<file path="config.mk">
export PLATFORM = sky130hd
export DESIGN_NAME = stall_detector_modulus_counter
export DESIGN_NICKNAME = d
export VERILOG_FILES = /design/src/prescale_divider.v /design/src/sticky_flag.v /design/src/stall_detector_modulus_counter.v
export VERILOG_INCLUDE_DIRS = /design/src /design/src/src
export SDC_FILE = /design/constraint.sdc
export NUM_CORES = 1
export LEC_CHECK = 0
export BUFFER_PORTS_ARGS = -buffer_cell sky130_fd_sc_hd__buf_2
export CAP_MARGIN = 20
export CORE_MARGIN = 1.5
export CORE_UTILIZATION = 55
export CTS_CLUSTER_SIZE = 10
export DETAILED_ROUTE_END_ITERATION = 6
export PLACE_DENSITY_LB_ADDON = 0.08
export SYNTH_ARGS = -nofsm -noshare
export SYNTH_HDL_FRONTEND = slang
export SYNTH_SLANG_ARGS = --single-unit
</file>
<file path="constraint.sdc">
create_clock -name i_clk -period 2.7 [get_ports i_clk]
set_input_delay 0.135 -clock i_clk [delete_from_list [all_inputs] [get_ports i_clk]]
set_output_delay 0.135 -clock i_clk [all_outputs]
set_load 0.01 [all_outputs]
</file>
<file path="src/stall_counter_defs.vh">
`ifndef STALL_COUNTER_DEFS_VH
`define STALL_COUNTER_DEFS_VH

// ----------------------------------------
// Register indices
// ----------------------------------------
`define ADDR_CONTROL 2'h0
`define ADDR_FLAGS 2'h1
`define ADDR_COUNT 2'h2

// ----------------------------------------
// Control register fields
// ----------------------------------------
`define BIT_UNDERFLOW_IE 7
`define BIT_RELOAD_MODE 6
`define BIT_READ_LOAD 5
`define BIT_PRESCALE 4
`define BIT_FORCE_LOAD 3
`define BIT_COUNT_EN 2
`define BIT_OVERFLOW_IE 0
`define CONTROL_WMASK 8'hF5

// ----------------------------------------
// Flag register fields
// ----------------------------------------
`define BIT_UNDERFLOW_FLAG 7
`define BIT_OVERFLOW_FLAG 0

// ----------------------------------------
// Counter values and prescale counts
// ----------------------------------------
`define COUNT_PRESET 16'hFFFF
`define COUNT_ZERO 16'h0000
`define CONTROL_RESET 8'h00
`define PRESCALE_DIV_FAST 64
`define PRESCALE_DIV_SLOW 512

`endif

</file>
<file path="src/prescale_divider.v">
`timescale 1ns/100ps
`include "stall_counter_defs.vh"

module prescale_divider #(
  parameter DIV_FAST = `PRESCALE_DIV_FAST,
  parameter DIV_SLOW = `PRESCALE_DIV_SLOW
) (
  input wire i_clk, // Bus clock
  input wire i_rst, // Synchronous reset
  input wire i_restart, // Restart count from zero
  input wire i_slow, // Select slow division
  output reg o_tick // One-cycle tick
);

  // Terminal counts, cut to the counter width on purpose
  localparam integer LAST_FAST = DIV_FAST - 1;
  localparam integer LAST_SLOW = DIV_SLOW - 1;

  reg [9:0] count_q;
  wire [9:0] last_fast = LAST_FAST[9:0];
  wire [9:0] last_slow = LAST_SLOW[9:0];
  wire [9:0] last = i_slow ? last_slow : last_fast;

  // Free-running divider, tick on terminal count
  always @(posedge i_clk) begin
    if (i_rst || i_restart) begin
      count_q <= 10'h000;
      o_tick <= 1'b0;
    end else if (count_q >= last) begin
      count_q <= 10'h000;
      o_tick <= 1'b1;
    end else begin
      count_q <= count_q + 10'h001;
      o_tick <= 1'b0;
    end
  end

endmodule // prescale_divider

</file>
<file path="src/sticky_flag.v">
`timescale 1ns/100ps

module sticky_flag (
  input wire i_clk, // Bus clock
  input wire i_rst, // Synchronous reset
  input wire i_set, // Hardware event
  input wire i_clear, // Write-one-to-clear
  output reg o_flag // Sticky flag
);

  // Set wins over clear
  always @(posedge i_clk) begin
    if (i_rst) begin
      o_flag <= 1'b0;
    end else if (i_set) begin
      o_flag <= 1'b1;
    end else if (i_clear) begin
      o_flag <= 1'b0;
    end
  end

endmodule // sticky_flag

</file>
<file path="src/stall_detector_modulus_counter.v">
// Decided for this implementation: strobed register access and the address map.
`timescale 1ns/100ps
`include "stall_counter_defs.vh"

module stall_detector_modulus_counter #(
  parameter DIV_FAST = `PRESCALE_DIV_FAST,
  parameter DIV_SLOW = `PRESCALE_DIV_SLOW
) (
  input wire i_clk, // Bus clock, 250 MHz
  input wire i_rst, // Synchronous reset, active high
  input wire [1:0] i_addr, // Register index
  input wire [15:0] i_wdata, // Write data
  input wire i_wr, // Write strobe
  input wire i_rd, // Read strobe
  input wire i_acc_overflow, // Accumulator overflow pulse, same clock
  output reg [15:0] o_rdata, // Read data, cycle after read
  output reg o_irq, // Level interrupt
  output reg [15:0] o_count, // Live counter value
  output reg o_underflow_flag, // Underflow flag copy
  output reg o_overflow_flag // Overflow flag copy
);

  // ----------------------------------------
  // State
  // ----------------------------------------
  reg [7:0] control_q;
  reg [15:0] count_q;
  reg [15:0] load_q;
  reg prescale_active_q;
  reg zero_hold_q;
  wire tick;
  wire underflow_flag;
  wire overflow_flag;

  wire wr_control = i_wr && (i_addr == `ADDR_CONTROL);
  wire wr_flags = i_wr && (i_addr == `ADDR_FLAGS);
  wire wr_count = i_wr && (i_addr == `ADDR_COUNT);
  wire force_load = wr_control && i_wdata[`BIT_FORCE_LOAD];
  wire count_en = control_q[`BIT_COUNT_EN];
  wire reload_mode = control_q[`BIT_RELOAD_MODE];
  wire load_event = force_load || (wr_count && !reload_mode);
  reg underflow_set;

  // ----------------------------------------
  // Control register
  // ----------------------------------------
  // Force load bit is never stored
  always @(posedge i_clk) begin
    if (i_rst) begin
      control_q <= `CONTROL_RESET;
    end else if (wr_control) begin
      control_q <= i_wdata[7:0] & `CONTROL_WMASK;
    end
  end

  // ----------------------------------------
  // Prescaler, selection latched on load
  // ----------------------------------------
  always @(posedge i_clk) begin
    if (i_rst) begin
      prescale_active_q <= 1'b0;
    end else if (load_event || (underflow_set && reload_mode)) begin
      prescale_active_q <= control_q[`BIT_PRESCALE];
    end
  end

  prescale_divider #(
    .DIV_FAST(DIV_FAST),
    .DIV_SLOW(DIV_SLOW)
  ) u_div (
    .i_clk(i_clk),
    .i_rst(i_rst),
    .i_restart(!count_en),
    .i_slow(prescale_active_q),
    .o_tick(tick)
  );

  // ----------------------------------------
  // Load register and down counter
  // ----------------------------------------
  always @(posedge i_clk) begin
    if (i_rst) begin
      load_q <= `COUNT_PRESET;
    end else if (wr_count) begin
      load_q <= i_wdata;
    end
  end

  // Underflow when a tick finds the counter at one, whether it then goes to zero or reloads
  always @* begin
    underflow_set = count_en && tick && !zero_hold_q && (count_q == 16'h0001);
  end

  always @(posedge i_clk) begin
    if (i_rst) begin
      count_q <= `COUNT_PRESET;
      zero_hold_q <= 1'b0;
    end else if (!count_en && !(force_load && i_wdata[`BIT_COUNT_EN])) begin
      // A force load that also enables the counter still lands
      count_q <= `COUNT_PRESET;
      zero_hold_q <= 1'b0;
    end else if (force_load) begin
      count_q <= load_q;
      zero_hold_q <= (load_q == `COUNT_ZERO);
    end else if (wr_count && !reload_mode) begin
      count_q <= i_wdata;
      zero_hold_q <= (i_wdata == `COUNT_ZERO);
    end else if (tick && count_q != `COUNT_ZERO) begin
      if (count_q == 16'h0001 && reload_mode && load_q != `COUNT_ZERO) begin
        count_q <= load_q;
      end else begin
        count_q <= count_q - 16'h0001;
      end
    end else if (tick && reload_mode && load_q != `COUNT_ZERO) begin
      count_q <= load_q;
      zero_hold_q <= 1'b0;
    end
  end

  // ----------------------------------------
  // Flags
  // ----------------------------------------
  sticky_flag u_underflow (
    .i_clk(i_clk),
    .i_rst(i_rst),
    .i_set(underflow_set),
    .i_clear(wr_flags && i_wdata[`BIT_UNDERFLOW_FLAG]),
    .o_flag(underflow_flag)
  );

  sticky_flag u_overflow (
    .i_clk(i_clk),
    .i_rst(i_rst),
    .i_set(i_acc_overflow),
    .i_clear(wr_flags && i_wdata[`BIT_OVERFLOW_FLAG]),
    .o_flag(overflow_flag)
  );

  // ----------------------------------------
  // Outputs and interrupt
  // ----------------------------------------
  always @(posedge i_clk) begin
    if (i_rst) begin
      o_irq <= 1'b0;
      o_count <= `COUNT_PRESET;
      o_underflow_flag <= 1'b0;
      o_overflow_flag <= 1'b0;
    end else begin
      o_irq <= (underflow_flag && control_q[`BIT_UNDERFLOW_IE]) ||
               (overflow_flag && control_q[`BIT_OVERFLOW_IE]);
      o_count <= count_q;
      o_underflow_flag <= underflow_flag;
      o_overflow_flag <= overflow_flag;
    end
  end

  // ----------------------------------------
  // Read port
  // ----------------------------------------
  always @(posedge i_clk) begin
    if (i_rst) begin
      o_rdata <= 16'h0000;
    end else if (!i_rd) begin
      o_rdata <= 16'h0000;
    end else if (i_addr == `ADDR_CONTROL) begin
      o_rdata <= {8'h00, control_q};
    end else if (i_addr == `ADDR_FLAGS) begin
      o_rdata <= {8'h00, underflow_flag, 6'h00, overflow_flag};
    end else if (i_addr == `ADDR_COUNT) begin
      o_rdata <= control_q[`BIT_READ_LOAD] ? load_q : count_q;
    end else begin
      o_rdata <= 16'h0000;
    end
  end

endmodule // stall_detector_modulus_counter

</file>
# After elaboration in Yosys (flattened, before gate mapping)
# Index checks and enable logic that the tools add are counted.
word_totals:
  reg_bits: 88
  wordCells: 86
op_classes:
  n_addsub: 2
  order_cmp: 1
  n_eq_ne: 4
  n_mux: 19
  bitwise: 2
  reduce_logical: 42
ops:
  columns: ["op", "count"]
  rows:
  - ["$mux 16", 6]
  - ["$logic_not 16->1", 2]
  - ["$reduce_bool 16->1", 2]
  - ["$mux 8", 3]
  - ["$logic_and 1x1->1", 20]
  - ["$eq 16x1->1 const B", 1]
  - ["$sub 16x1->16 const B", 1]
  - ["$add 10x1->10 const B", 1]
  - ["$ge 10x10->1", 1]
  - ["$mux 1", 9]
  - ["$mux 9", 1]
  - ["$reduce_or 2->1", 3]
  - ["$reduce_or 5->1", 1]
  - ["$logic_not 1->1", 4]
  - ["$logic_or 1x1->1", 4]
  - ["$reduce_bool 2->1", 2]
  - ["$reduce_bool 4->1", 1]
  - ["$ne 3x3->1 const B", 1]
  - ["$reduce_bool 3->1", 1]
  - ["$eq 2x1->1 const B", 1]
  - ["$eq 2x2->1 const B", 1]
  - ["$logic_not 2->1", 1]
  - ["$not 1->1", 2]
  - ["$reduce_and 2->1", 1]

# Longest topological paths before layout
depth:
  word_depth: 7
  ltp_mapped: 8

# Modules after synthesis
# Synthesis repeated with hierarchy kept, for this count alone.
hier_totals:
  hier_cells: 439
  hier_area_um2: 4072.7
by_module_without_submodules:
  columns: ["module", "instances", "cells_per_inst", "area_per_inst_um2"]
  rows:
  - ["stall_detector_modulus_counter", 1, 375, 3469.6]
  - ["prescale_divider", 1, 56, 525.5]
  - ["sticky_flag", 2, 4, 38.8]

# Least setup slack after synthesis
# No wires, ideal clock.
synth_path:
  path_type: "register -> register"
  from: "register count_q[0]"
  to: "register count_q[6]"
  setup_time_ns: 0.123
  arrival_time_ns: 2.059
  required_ns: 2.577
  setup_slack_ns: 0.518
  path_stages_with_launch: 9
  n_path_buf: 1
  synth_period_minus_slack_ns: 2.182
  cell_sequence: "dfxtp_1 > inv_1 > ha_1 > nor3b_2 > a41o_2 > a211o_1 > buf_4 > mux2i_1 > o32a_2"
synth_via:
  elab_chain_cells: 7
synth_rtl:
  columns: ["item", "line_no", "source"]
  rows:
  - ["from (decl)", "stall_detector_modulus_counter.v:27", "reg [15:0] count_q;"]
  - ["from (signal assigned)", "stall_detector_modulus_counter.v:96", "count_q <= `COUNT_PRESET;"]
  - ["from (signal assigned)", "stall_detector_modulus_counter.v:100", "count_q <= `COUNT_PRESET;"]
  - ["from (signal assigned)", "stall_detector_modulus_counter.v:103", "count_q <= load_q;"]
  - ["parallel branches: the longest is 7 deep, another holds $sub 16x1->16", null, null]
# Parallel ways; which one is timed is not known.
# A chain may end at the register's enable or synchronous reset.

# Worst setup path in the final report
layout_path:
  from: "register count_q[0]"
  to: "register count_q[1]"
# The elaborated chain is that of the path after synthesis.

==> run metrics <==
main flop type after synthesis dfxtp_1; setup bufs post-CTS 0; Antenna Cells 0; worst path cell trace inv_1, ha_1, nor3b_2, a41oi_2, or3_4, or2_1, o32a_2; first-pass GRT wire length roughly 17,000 um; Tot GR Track Use a little over a quarter; Longest Clk Path Bufs 2; Layout Skew between 0.009 and 0.01 ns; Crit path buffers/inverters 1; DRC Markers 0; VDD IR max 0.350 mV; slew at the pin with the worst max-slew slack 0.560 ns; worst stage delay on the critical path 0.44 ns; Synth Cell Area roughly 4100 sq um; number of hold-repair buffers added at the cts stage 1; critical path startpoint count_q[0]$_SDFFE_PP1P_; worst min path class primary input to flop; Nets 532; initial antenna violation count 0; reg-to-reg startpoint count_q[0]$_SDFFE_PP1P_; CTS clk-pin slew, worst paths roughly 0.09 ns; Crit. End Element flop; Syn Inst Count about 450; final setup vio count 0; vias in the first global route between 3,000 and 4,000; MaxCap Viol Count 0; IO Port Bufs 57; Die Wd around 90 um; setup TNS 0 ns; drt wl/cell about 17 um; R2R Setup Slk between 0.3 and 0.4 ns; final hold vios 0; sequential fraction of the synthesis area 42.6%; largest net degree at the start of global routing 25; EDFF count, synth 0; CP endpoint count_q[1]$_SDFFE_PP1P_; min-delay src i_wdata[14]; area added between synthesis and finish 14.5%; average cell area after synthesis 9.17 sq um; Worst Path Arrival between 2 and 3 ns; Ys Warns 0; CTS tree built; CTS sink count about 90; Std-Cell Rows 31; CTS resizes 0; crit path time final between 2 and 2.5 ns; via-per-instance ratio 5.86; share of cells above drive strength 1 23.9%; Hold Slack 0.0423 ns; syn_nets 480; Pleak about 1.9 nW; GR Overflow Total 0; Core Area 7250 sq um; Synth Register Bits 88; CTS root buf clkbuf_8; Initial DRC Count 381; cells on worst reg2reg path 7; drt total wl about 10,000 um; Routed Antenna Nets 0; critical path startpoint category flop; I/O pin total 58; RePlAce Congestion between 0.9 and 1; critical path fanouts, max 8; Critical R2R Capture count_q[1]$_SDFFE_PP1P_; H-tree depth 3; part of the cycle the worst path needs about 89%; Rel. slew slack 62.1%; initial core utilization a little under three fifths; TritonRoute pass-1 iters 5; unique cell type count in the Yosys netlist between 60 and 70; Worst Setup Path Type flop to flop; status complete, no violations; power density cells 532 nW/um^2; kind of cell adding the most delay to the critical path simple AND/OR/NAND/NOR gates; Num CTS Buffers 9; Worst path depth 7; most common cell after layout, fill and taps aside dfxtp_1; required time worst endpoint 2.94 ns; die area approximately 8000 sq um; asr flop ratio synth 0%; slowest stage cell, crit path or3_4; post-DP HPWL roughly 7500 um; Max Slew Vio Count 0; clk_lat worst skew 0.35 ns; f_max ~420 MHz; commonest cells after routing, fill and taps aside dfxtp_1 (88), buf_2 (57), nand2_1 (45); RSZ-0062 raised after global routing no; vias around 3,500; die height roughly 90 um
[report_power, final]
group          total [mW]  leakage (nW)  switching, mW  internal (mW)
Clock               0.985         0.108          0.451          0.534
Sequential           1.35         0.715         0.0252           1.32
Combinational       0.185          1.09          0.108         0.0768
Total                2.52          1.91          0.585           1.93
[Yosys cell counts, drive strengths merged (8+ instances only)]
cell type,count,area [sq um]
inv,8,30.0
nand3b,17,128
o32a,8,83.8
o21ai,10,50.0
and2,9,56.3
nor4,12,93.8
nand2,45,169
or2,19,119
nor3,8,40.0
mux2i,36,360
clkbuf,26,97.6
xor2,9,78.8
nor2,43,161
dfxtp,88,1760
a21oi,11,55.1
[routing by layer]
metal / wire [um] / vias to the layer above / track usage, %
li1: - / 1720 / -
met2: 4810 / 140 / 43.2
met3: 620 / 28 / 3.81
met5: 0 / - / 0
met1: 4790 / 1657 / 35.9
met4: 194 / 0 / 9.39
[state kept, by name, summed over array words and instances, names as in the netlist]
| name | count |
|---|---|
| u_underflow.o_flag | 1 |
| o_irq | 1 |
| o_underflow_flag | 1 |
| prescale_active_q | 1 |
| control_q | 6 |
| count_q | 16 |
| zero_hold_q | 1 |
| o_count | 16 |
| o_rdata | 16 |
| o_overflow_flag | 1 |
| u_div.count_q | 10 |
| load_q | 16 |
| u_div.o_tick | 1 |
| u_overflow.o_flag | 1 |
[cells by family (layout without fill, tap and decap cells)]
kind of cell             after synthesis  in the layout  share of synthesized area (%)
AND/OR/NAND/NOR                      194            194                           25.8
flip-flops                            88             88                           42.6
buffers and inverters                 40             95                           4.29
XOR/XNOR                              15             15                           3.18
adder cells (fa/ha/maj)                6              6                           1.81
AO/OA/AOI/OAI                         71             71                           13.3
multiplexers                          37             37                           8.98
[worst reg2reg max path: stages, from the launching register on]
cell	delay, ns
dfxtp_1	0.37
inv_1	0.10
ha_1	0.19
nor3b_2	0.40
a41oi_2	0.20
or3_4	0.44
or2_1	0.36
o32a_2	0.23
[layout make-up]
type	instances	area, sq um
Fill cell	654	2520
Timing Repair Buffer	73	408
Clock buffer	10	138
Sequential cell	88	1760
Multi-Input combinational cell	323	2200
Clock inverter	4	70.1
Tap cell	99	124
Inverter	8	30.0
[through the flow]
stage	worst slack, ns	utilization, %	total power [mW]	instance area (sq um)	std cells
final	0.306	65.3	2.52	4730	605
after global routing	0.161	65.3	2.60	4730	605
after CTS	0.337	65.3	2.52	4730	605
after detailed placement	0.355	62.3	1.56	4520	590
after global placement	0.393	62.3	1.56	4520	590
after floorplan	0.518	-	1.48	4140	451
[worst min-delay path by stage]
stage / depth (start not counted) / slack (ns) / endpoint
global placement: 3 / 0.34 / u_overflow.o_flag$_SDFFE_PP0P_
detailed placement: 3 / 0.35 / u_overflow.o_flag$_SDFFE_PP0P_
floorplan: 2 / 0.25 / u_overflow.o_flag$_SDFFE_PP0P_
finish: 3 / 0.04 / load_q[14]$_SDFFE_PP1P_
global route: 3 / 0.05 / load_q[12]$_SDFFE_PP1P_
CTS: 3 / 0.03 / load_q[12]$_SDFFE_PP1P_
Note: power is estimated with default switching activity, not from simulation.
